`config.mk`:
```
export PLATFORM = sky130hd
export DESIGN_NAME = dacf_ctrl
export DESIGN_NICKNAME = d
export VERILOG_FILES = /design/src/rtl/dacf_pkg.sv /design/src/rtl/dacf_ctrl.sv
export VERILOG_INCLUDE_DIRS = /design/src /design/src/rtl
export SDC_FILE = /design/constraint.sdc
export NUM_CORES = 1
export LEC_CHECK = 0
export BUFFER_PORTS_ARGS = -buffer_cell sky130_fd_sc_hd__clkbuf_2
export CELL_PAD_IN_SITES_DETAIL_PLACEMENT = 2
export CELL_PAD_IN_SITES_GLOBAL_PLACEMENT = 2
export CORE_MARGIN = 3
export CORE_UTILIZATION = 30
export DETAILED_ROUTE_END_ITERATION = 16
export PLACE_DENSITY = 0.83
export RECOVER_POWER = 100
export SLEW_MARGIN = 20
export SYNTH_ARGS = -nofsm -noshare
export SYNTH_HDL_FRONTEND = slang
export SYNTH_SLANG_ARGS = --single-unit
```
`constraint.sdc`:
```
create_clock -name ref_clk -period 3.85 [get_ports ref_clk]
set_input_delay 0.1925 -clock ref_clk [delete_from_list [all_inputs] [get_ports ref_clk]]
set_output_delay 0.1925 -clock ref_clk [all_outputs]
set_load 0.05 [all_outputs]
```
`src/rtl/dacf_map.svh`:
```
`ifndef DACF_MAP_SVH
`define DACF_MAP_SVH
// Register offsets
`define DACF_OFF_CTRL 8'h00
`define DACF_OFF_REFA 8'h01
`define DACF_OFF_REFB 8'h02
`define DACF_OFF_RAH 8'h03
`define DACF_OFF_RAL 8'h04
`define DACF_OFF_RBH 8'h05
`define DACF_OFF_RBL 8'h06
`define DACF_OFF_CFG 8'h07
`define DACF_OFF_ISTAT 8'h08
`define DACF_OFF_IMASK 8'h09
// Converter B control fields
`define DACF_CTL_EN 7
`define DACF_CTL_TM 6
`define DACF_CTL_DONE 5
`define DACF_CTL_BUSY 4
`define DACF_CTL_SRC_HI 3
`define DACF_CTL_SRC_LO 1
// Reference control fields
`define DACF_REF_BIAS 1
`define DACF_REF_BUF 0
// Config and interrupt fields
`define DACF_CFG_DIFF 0
`define DACF_IRQ_DONE 0
`define DACF_IRQ_OVR 1
// Reset values
`define DACF_RST_CTRL 8'h00
`define DACF_RST_REF 8'h00
// Start source codes
`define DACF_SRC_T3 3'h2
`define DACF_SRC_PIN 3'h4
`define DACF_SRC_T2 3'h6
// Timing
`define DACF_CLK_MHZ 40
`define DACF_TRACK_NS 300
`define DACF_TRACK_CYC ((`DACF_TRACK_NS * `DACF_CLK_MHZ + 999) / 1000)
`endif

```
`src/rtl/dacf_pkg.sv`:
```
package dacf_pkg;
    typedef logic [7:0] dacf_byte_t;
    typedef logic [15:0] dacf_word_t;
    typedef enum logic [1:0] {
        DACF_IDLE = 2'b00,
        DACF_TRACK = 2'b01,
        DACF_CONV = 2'b10
    } dacf_state_e;
endpackage

```
`src/rtl/dacf_ctrl.sv`:
```
// Behaviour
// - Enable bit powers converter B; zero holds it in shutdown.
// - Track mode zero tracks continuously; one tracks only before conversion.
// - Done flag set on completion, cleared only by software writing zero.
// - Busy reads one during conversion; its falling edge sets done flag only while converter B is enabled.
// - Busy write of one starts conversion if busy-write source selected.
// - Track mode zero: 000 busy write, 100 pin rising edge start.
// - Track mode one: 010 timer3 tracks, 100 pin converts, xx1 busy tracks.
// - Each converter has its own bias generator enable bit.
// - Each converter has a reference buffer enable bit.
// - Single-ended result is 16-bit unsigned binary.
// - Differential result is 16-bit signed two's complement.
// - Differential combined result goes into converter A result registers.
// - Converter B single-ended result always lands in B result registers.
`include "dacf_map.svh"
module dacf_ctrl #(
    parameter int TRACK_CYC = `DACF_TRACK_CYC
) (
    input wire logic ref_clk,
    input wire logic rst,
    input wire logic [7:0] reg_addr,
    input wire dacf_pkg::dacf_byte_t reg_wdata,
    input wire logic reg_wr,
    input wire logic reg_rd,
    output dacf_pkg::dacf_byte_t reg_rdata,
    input wire logic timer3_ovf,
    input wire logic timer2_ovf,
    input wire logic external_convert_start_b,
    input wire logic conv_a_done,
    input wire dacf_pkg::dacf_word_t conv_a_data,
    input wire logic conv_b_done,
    input wire dacf_pkg::dacf_word_t conv_b_data,
    output logic conv_b_power,
    output logic conv_b_track,
    output logic conv_b_start,
    output logic bias_gen_enable_a,
    output logic bias_gen_enable_b,
    output logic ref_buffer_enable_a,
    output logic ref_buffer_enable_b,
    output logic irq
);
    import dacf_pkg::*;

    localparam int TCW = $clog2(TRACK_CYC + 1);

    logic conv_b_enable;
    logic conv_b_track_mode;
    logic conv_b_done_flag;
    logic [2:0] conv_b_start_source;
    dacf_byte_t ref_a_r;
    dacf_byte_t ref_b_r;
    logic diff_mode_r;
    logic [1:0] istat_r;
    logic [1:0] imask_r;
    dacf_word_t result_a_r;
    dacf_word_t result_b_r;
    dacf_state_e state_r;
    logic [TCW-1:0] track_cnt_r;
    logic pin_s1_r;
    logic pin_s2_r;
    logic pin_s3_r;
    logic conv_b_busy_bit;
    logic busy_d_r;
    logic start_pulse_r;
    dacf_byte_t rdata_r;

    logic wr_ctrl;
    logic busy_write;
    logic pin_rise;
    logic trig;
    logic trig_tracks;
    logic busy_fall;
    logic [16:0] diff_full;

    assign wr_ctrl = reg_wr && (reg_addr == `DACF_OFF_CTRL);
    assign busy_write = wr_ctrl && reg_wdata[`DACF_CTL_BUSY];
    assign pin_rise = pin_s2_r && !pin_s3_r;

    // Pin passes two flops before edge detection
    always_ff @(posedge ref_clk or posedge rst) begin
        if (rst) begin
            pin_s1_r <= 1'b0;
            pin_s2_r <= 1'b0;
            pin_s3_r <= 1'b0;
        end else begin
            pin_s1_r <= external_convert_start_b;
            pin_s2_r <= pin_s1_r;
            pin_s3_r <= pin_s2_r;
        end
    end

    // Start source decode
    always_comb begin
        trig = 1'b0;
        trig_tracks = 1'b0;
        if (conv_b_start_source[0]) begin
            trig = busy_write;
            trig_tracks = conv_b_track_mode;
        end else begin
            unique case (conv_b_start_source)
                3'h0: begin
                    trig = busy_write;
                    trig_tracks = conv_b_track_mode;
                end
                `DACF_SRC_T3: begin
                    trig = timer3_ovf;
                    trig_tracks = conv_b_track_mode;
                end
                `DACF_SRC_PIN: begin
                    trig = pin_rise;
                end
                `DACF_SRC_T2: begin
                    trig = timer2_ovf;
                    trig_tracks = conv_b_track_mode;
                end
                default: begin
                    trig = 1'b0;
                end
            endcase
        end
    end

    // Conversion sequencer
    always_ff @(posedge ref_clk or posedge rst) begin
        if (rst) begin
            state_r <= DACF_IDLE;
            track_cnt_r <= '0;
            start_pulse_r <= 1'b0;
        end else begin
            start_pulse_r <= 1'b0;
            if (!conv_b_enable) begin
                state_r <= DACF_IDLE;
                track_cnt_r <= '0;
            end else begin
                unique case (state_r)
                    DACF_IDLE: begin
                        if (trig && trig_tracks) begin
                            state_r <= DACF_TRACK;
                            track_cnt_r <= TCW'(TRACK_CYC - 1);
                        end else if (trig) begin
                            state_r <= DACF_CONV;
                            start_pulse_r <= 1'b1;
                        end
                    end
                    DACF_TRACK: begin
                        if (track_cnt_r == '0) begin
                            state_r <= DACF_CONV;
                            start_pulse_r <= 1'b1;
                        end else begin
                            track_cnt_r <= track_cnt_r - 1'b1;
                        end
                    end
                    DACF_CONV: begin
                        if (conv_b_done) begin
                            state_r <= DACF_IDLE;
                        end
                    end
                    default: begin
                        state_r <= DACF_IDLE;
                    end
                endcase
            end
        end
    end

    assign conv_b_busy_bit = (state_r != DACF_IDLE);

    always_ff @(posedge ref_clk or posedge rst) begin
        if (rst) begin
            busy_d_r <= 1'b0;
        end else begin
            busy_d_r <= conv_b_busy_bit;
        end
    end

    // Completion only counts while enabled
    assign busy_fall = busy_d_r && !conv_b_busy_bit && conv_b_enable;

    // Control register fields
    always_ff @(posedge ref_clk or posedge rst) begin
        if (rst) begin
            conv_b_enable <= 1'(`DACF_RST_CTRL >> `DACF_CTL_EN);
            conv_b_track_mode <= 1'b0;
            conv_b_start_source <= 3'h0;
        end else if (wr_ctrl) begin
            conv_b_enable <= reg_wdata[`DACF_CTL_EN];
            conv_b_track_mode <= reg_wdata[`DACF_CTL_TM];
            conv_b_start_source <=
                reg_wdata[`DACF_CTL_SRC_HI:`DACF_CTL_SRC_LO];
        end
    end

    // Done flag: set wins over software clear
    always_ff @(posedge ref_clk or posedge rst) begin
        if (rst) begin
            conv_b_done_flag <= 1'b0;
        end else if (busy_fall) begin
            conv_b_done_flag <= 1'b1;
        end else if (wr_ctrl && !reg_wdata[`DACF_CTL_DONE]) begin
            conv_b_done_flag <= 1'b0;
        end
    end

    // Reference controls and mode config
    always_ff @(posedge ref_clk or posedge rst) begin
        if (rst) begin
            ref_a_r <= `DACF_RST_REF;
            ref_b_r <= `DACF_RST_REF;
            diff_mode_r <= 1'b0;
        end else if (reg_wr) begin
            if (reg_addr == `DACF_OFF_REFA) begin
                ref_a_r <= reg_wdata & 8'h03;
            end
            if (reg_addr == `DACF_OFF_REFB) begin
                ref_b_r <= reg_wdata & 8'h03;
            end
            if (reg_addr == `DACF_OFF_CFG) begin
                diff_mode_r <= reg_wdata[`DACF_CFG_DIFF];
            end
        end
    end

    // Differential word: half the difference of the two codes
    assign diff_full = {1'b0, conv_a_data} - {1'b0, conv_b_data};

    // Result capture
    always_ff @(posedge ref_clk or posedge rst) begin
        if (rst) begin
            result_a_r <= 16'h0000;
            result_b_r <= 16'h0000;
        end else begin
            if (conv_b_done && state_r == DACF_CONV && conv_b_enable) begin
                result_b_r <= conv_b_data;
                if (diff_mode_r) begin
                    result_a_r <= diff_full[16:1];
                end
            end
            if (conv_a_done && !diff_mode_r) begin
                result_a_r <= conv_a_data;
            end
        end
    end

    // Interrupt status, write one to clear, set wins
    always_ff @(posedge ref_clk or posedge rst) begin
        if (rst) begin
            istat_r <= 2'h0;
            imask_r <= 2'h0;
        end else begin
            if (reg_wr && reg_addr == `DACF_OFF_IMASK) begin
                imask_r <= reg_wdata[1:0];
            end
            if (busy_fall) begin
                istat_r[`DACF_IRQ_DONE] <= 1'b1;
            end else if (reg_wr && reg_addr == `DACF_OFF_ISTAT &&
                         reg_wdata[`DACF_IRQ_DONE]) begin
                istat_r[`DACF_IRQ_DONE] <= 1'b0;
            end
            if (trig && conv_b_enable && state_r != DACF_IDLE) begin
                istat_r[`DACF_IRQ_OVR] <= 1'b1;
            end else if (reg_wr && reg_addr == `DACF_OFF_ISTAT &&
                         reg_wdata[`DACF_IRQ_OVR]) begin
                istat_r[`DACF_IRQ_OVR] <= 1'b0;
            end
        end
    end

    // Read data one cycle after the strobe
    always_ff @(posedge ref_clk or posedge rst) begin
        if (rst) begin
            rdata_r <= 8'h00;
        end else if (reg_rd) begin
            unique case (reg_addr)
                `DACF_OFF_CTRL: rdata_r <= {conv_b_enable, conv_b_track_mode,
                    conv_b_done_flag, conv_b_busy_bit,
                    conv_b_start_source, 1'b0};
                `DACF_OFF_REFA: rdata_r <= ref_a_r;
                `DACF_OFF_REFB: rdata_r <= ref_b_r;
                `DACF_OFF_RAH: rdata_r <= result_a_r[15:8];
                `DACF_OFF_RAL: rdata_r <= result_a_r[7:0];
                `DACF_OFF_RBH: rdata_r <= result_b_r[15:8];
                `DACF_OFF_RBL: rdata_r <= result_b_r[7:0];
                `DACF_OFF_CFG: rdata_r <= {7'h00, diff_mode_r};
                `DACF_OFF_ISTAT: rdata_r <= {6'h00, istat_r};
                `DACF_OFF_IMASK: rdata_r <= {6'h00, imask_r};
                default: rdata_r <= 8'h00;
            endcase
        end else begin
            rdata_r <= 8'h00;
        end
    end

    assign reg_rdata = rdata_r;
    assign conv_b_power = conv_b_enable;
    assign conv_b_track = conv_b_enable &&
        (!conv_b_track_mode || state_r == DACF_TRACK);
    assign conv_b_start = start_pulse_r;
    assign bias_gen_enable_a = ref_a_r[`DACF_REF_BIAS];
    assign bias_gen_enable_b = ref_b_r[`DACF_REF_BIAS];
    assign ref_buffer_enable_a = ref_a_r[`DACF_REF_BUF];
    assign ref_buffer_enable_b = ref_b_r[`DACF_REF_BUF];
    assign irq = |(istat_r & imask_r);
endmodule

```
* Yosys cells after proc, flatten, opt, wreduce, memory -nomap -nowiden
Index checks and enable logic that the tools add are counted.
** Storage, ports and cells
- Register bits after elaboration :: 66
- Input bits :: 57
- Logic and storage cells :: 114
** Operators by class
- Add/sub/neg operators :: 2
- Equality and inequality tests :: 20
- Muxes and demuxes :: 30
- Bitwise operators :: 1
- Reduce and logical (&&, ||, !) cells :: 41
** Operator list (number)
- $pmux W8 S10 :: 1
- $mux W16 :: 3
- $eq A8 B3 Y1 const B :: 4
- $logic_and A1 B1 Y1 :: 17
- $sub A16 B16 Y17 :: 1
- $eq A8 B2 Y1 const B :: 2
- $eq A8 B4 Y1 const B :: 2
- $mux W1 :: 13
- $mux W4 :: 3
- $ne A3 B3 Y1 const B :: 4
- $reduce_bool A2 Y1 :: 6
- $mux W2 :: 5
- $eq A8 B1 Y1 const B :: 1
- $logic_not A8 Y1 :: 1
- $mux W8 :: 1
- $pmux W4 S2 :: 1
- $reduce_and A2 Y1 :: 4
- $eq A3 B3 Y1 const B :: 2
- $pmux W2 S3 :: 1
- $reduce_and A3 Y1 :: 2
- $logic_not A1 Y1 :: 5
- $logic_not A4 Y1 :: 1
- $ne A4 B4 Y1 const B :: 1
- $pmux W1 S4 :: 1
- 12 further kinds :: 12

* Longest topological paths before layout
- Depth in word-level cells :: 9
- Mapped depth :: 10
- Mapped depth without buffers :: 9

* Worst setup path before layout
Ideal clock, no wire load.
- Kind :: reg2out
- From :: register conv_b_enable, in the netlist conv_b_power
- To :: output port conv_b_track
- Arrival :: 2114 ps
- Data required time :: 3658 ps
- Slack :: 1544 ps
- Cell stages (with the launch flop) :: 3
- Cells stage by stage :: dfrtp_1 -> clkbuf_1 -> a21boi_0
** On the way
- Word-level cells in the longest chain between the ends :: 1
** Ends and longest elaborated chain
- start, declared :: line dacf_ctrl.sv:46 : logic conv_b_enable;
- start signal, assigned :: line dacf_ctrl.sv:182 : conv_b_enable <= 1'(`DACF_RST_CTRL >> `DACF_CTL_EN);
- start signal, assigned :: line dacf_ctrl.sv:186 : conv_b_enable <= reg_wdata[`DACF_CTL_EN];
- $logic_and A1 B1 Y1 :: line dacf_ctrl.sv:295 : assign conv_b_track = conv_b_enable &&
- end, declared :: line dacf_ctrl.sv:34 : output logic conv_b_track,
Every way passes these cells.

* Final worst setup path
- From :: register conv_b_enable, in the netlist conv_b_power
- To :: register result_a_r[12]
** On the way
- Word-level cells in the longest chain between the ends :: 3
** Ends and longest elaborated chain
- $logic_and A1 B1 Y1 :: line dacf_ctrl.sv:232 : if (conv_b_done && state_r == DACF_CONV && conv_b_enable) begin
- $reduce_bool A2 Y1 (no source line)
- $reduce_and A2 Y1 (no source line)
- end signal, assigned :: line dacf_ctrl.sv:235 : result_a_r <= diff_full[16:1];
- end signal, assigned :: line dacf_ctrl.sv:239 : result_a_r <= conv_a_data;
- end, declared :: line dacf_ctrl.sv:55 : dacf_word_t result_a_r;
Every way passes these cells.
A chain may end at the register's enable or synchronous reset.

==> results.md <==
- Synthesized area: 0.00395 mm^2
- Worst Path Arrival: 2880 ps
- First-pass detailed-route iteration total: 4
- DR iter-0 viols: 125
- Post-synthesis compound-gate area fraction: 19.7%
- Max incr delay on CP: 1050 ps
- Worst VDD drop: 235 uV
- Tot Pwr: 2.00 mW
- Worst Path Max Fanout: 33
- Worst Tran Pin Value: 1360 ps
- Nature of the critical path endpoint: flop
- Area grow syn2layout: 20.2%
- I/O pin count: 73
- Share of layout cells above drive strength 1: 19.1%
- Largest family of logic cells by synthesized area: compound AO/OA/AOI/OAI gates
- H-tree Lvls: 3
- HPWL after detailed placement: 10300 um
- Clock Latency Late Sink: 340 ps
- # setup viols final: 0
- Setup Skew: 7.75 ps
- Routed length per placed instance: 19.8 um
- Vias in the first global route: 3976
- Die footprint: 0.0146 mm^2
- First-pass GRT wire length: 21600 um
- Synthesized instance count: 425
- Post-synthesis xor/xnor area fraction: 2.66%
- Ant. Diodes: 0
- Syn_nets: 500
- Critical path class: flop to flop
- Post-DP Area: 0.00445 mm^2
- FF-to-FF setup slack: 1190 ps
- CORE AREA: 0.0127 mm^2
- Yosys warns: 0
- Crit path buf inv count: 1
- Final period util: 69.1%
- Number of flops mapped to enable cells by yosys: 0
- Initial antenna violation count: 0
- Crit path required time: 4070 ps
- IO buf count: 72
- Max-cap violation count: 0
- Post-Synth Adder-Cell Area: 5.90%
- TritonCTS Buffers: 9
- Die H: 121 um
- Startpoint type of the worst setup path: flop
- Worst-path clk slew: 60 ps
- Sequential fraction of the synthesis area: 41.9%
- Syn_area_per_cell: 9.28 um^2
- Lkg Pwr: 2.17 nW
- DIE WIDTH: 121 um
- Multi-input gate area: 0.00206 mm^2
- Setup TNS: 0 ps
- RSZ-0062 raised after global routing: false
- Relative slew slack: 9.16%
- CTS tree: yes
- Worst path cell trace: nand4b_1, buf_4, or2_0, and3_1, a21oi_1, o21ai_0
- Row Count: 41
- Register Area: 0.00165 mm^2
- CTS root buf: clkbuf_16
- Final max-slew violation count: 0
- Initial Util: 31.0%
- CP max-delay cell: or2_0
- Largest net degree at the start of global routing: 36
- Finished Layout Cells: 669
- GRT Total Usage: 19.1%
- Fin area: 0.00474 mm^2
- Vias per cell: 5.26
- Fmax: 376 MHz
- Clk sink count: 66
- Post-synth top flop: dfrtp_1
- Synth Area in Simple Gates: 17.3%
- Asr flop ratio synth: 100%
- GP Congestion: 0.817
- Hold Violations, Final: 0
- Status: finished, final reports clean
- Drc violations: 0
- Hold WS: 91.4 ps
- Yosys cell types: 61
- Fin crit period: 2660 ps
- Nets@finish: 567
- # resized after CTS: 0
- Final WL: 13200 um
- Post-synthesis mux area share: 8.09%
- Hold Crit Class: input port to flop
- Pwr dens: 421 mW/mm^2
- Critical path's top delay family: simple AND/OR/NAND/NOR gates
- #FFs+latches synth: 66
- # fillers: 1461
- DRT antenna net count: 0
- CTS Buffer Depth: 2
- Via count: 3522
- Inst Count DP: 651
- Total grt overflow: 0
==> kinds of logic after synthesis <==
family / after synthesis
muxes: 27
adders and majority gates: 18
xor gates and xnor gates: 12
and+or+nand+nor: 134
buffers and inverters: 44
DFF: 66
AOI/OAI and AO/OA: 124
==> report_power, final <==
group          switching (mW)  internal, mW  total [mW]
sequential             0.0224         0.718       0.741
combinational           0.175         0.108       0.283
clock                   0.308         0.665       0.973
==> per-stage QoR <==
stage | setup WS, ps | utilization (%)
2_1_floorplan | 1540 | -
3_3_place_gp | 1630 | 35.0
3_5_place_dp | 1540 | 35.0
4_1_cts | 1520 | 37.9
5_1_grt | 873 | 37.3
6_report | 1190 | 37.3
==> worst register-to-register path: stages (launching register included) <==
cell	delay [ps]
dfrtp_1	510
nand4b_1	180
buf_4	310
or2_0	1060
and3_1	290
a21oi_1	50
o21ai_0	140
==> per-layer routing <==
metal / track usage (%) / wire length (um)
met1: 24.9 / 6020
met2: 32.7 / 6570
met3: 3.70 / 437
met4: 4.96 / 193
met5: 0 / 0
==> flip-flops by register name (all words and copies together), names as in the netlist <==
register,flops
imask_r,2
pin_s3_r,1
result_a_r,16
reg_rdata,8
state_r,2
conv_b_track_mode,1
busy_d_r,1
pin_s2_r,1
conv_b_start_source,3
pin_s1_r,1
diff_mode_r,1
istat_r,2
conv_b_start,1
result_b_r,16
ref_b_r,2
ref_a_r,2
conv_b_power,1
conv_b_done_flag,1
track_cnt_r,4
==> area by class of cell <==
cell class | instances | area share (%)
clock inverter | 5 | 2.11
tap | 172 | 4.54
clock buffer | 11 | 5.33
timing repair buffer | 76 | 7.83
inverter | 24 | 1.90
multi-input combinational | 315 | 43.5
sequential | 66 | 34.8
==> synth_stat cells, types with 6 or more instances <==
| cell type | instances | area, um^2 |
|---|---|---|
| mux2_2 | 15 | 169 |
| nand2_1 | 57 | 214 |
| nor2b_1 | 7 | 43.8 |
| xor2_1 | 7 | 61.3 |
| a22oi_1 | 7 | 52.6 |
| nor2_1 | 25 | 93.8 |
| dfrtp_1 | 66 | 1650 |
| clkbuf_1 | 16 | 60.1 |
| nand3_1 | 10 | 50.1 |
| o21ai_0 | 38 | 190 |
| o21a_1 | 6 | 45.0 |
| and3_1 | 7 | 43.8 |
| a21oi_1 | 32 | 160 |
| inv_1 | 24 | 90.1 |
| mux2i_1 | 9 | 90.1 |
| ha_1 | 17 | 213 |
==> what timing repair did <==
action,4_1_cts,5_1_grt
endpoints found under the hold margin,10,0
hold buffers,2,0
buffers inserted,0,0
==> cell usage in the layout, fill, tap and decap left out, types with 3 or more instances in the layout <==
master and n:
a31oi_1 4, nor3_1 6, a21o_1 4, o21a_1 6
a22o_1 5, ha_1 17, clkbuf_1 17, mux2i_1 9
inv_1 24, nor2_1 25, dfrtp_1 66, mux2_2 14
clkbuf_2 56, a21boi_0 3, a21oi_1 32, a22oi_1 7
nand3_1 10, nor2b_1 6, xnor2_1 5, xor2_1 7
nor3b_1 5, and3_1 8, bufinv_16 3, nand4_1 3
clkbuf_16 9, nand2_1 57, a211oi_1 4, o21ai_0 42
==> worst paths after layout <==
check / from / end / depth (start not counted)
max: conv_b_power$_DFFE_PP0N_ / result_a_r[12]$_DFFE_PP0P_ / 6
min: reg_wdata[6] / conv_b_track_mode$_DFFE_PP0N_ / 2
max reg2reg: conv_b_power$_DFFE_PP0N_ / result_a_r[12]$_DFFE_PP0P_ / 6
min reg2reg: pin_s1_r$_DFF_PP0_ / pin_s2_r$_DFF_PP0_ / 0
max in group asynchronous: rst / pin_s2_r$_DFF_PP0_ / 4
min in group asynchronous: rst / reg_rdata[0]$_DFF_PP0_ / 3
Note: power is estimated with default switching activity, not from simulation.
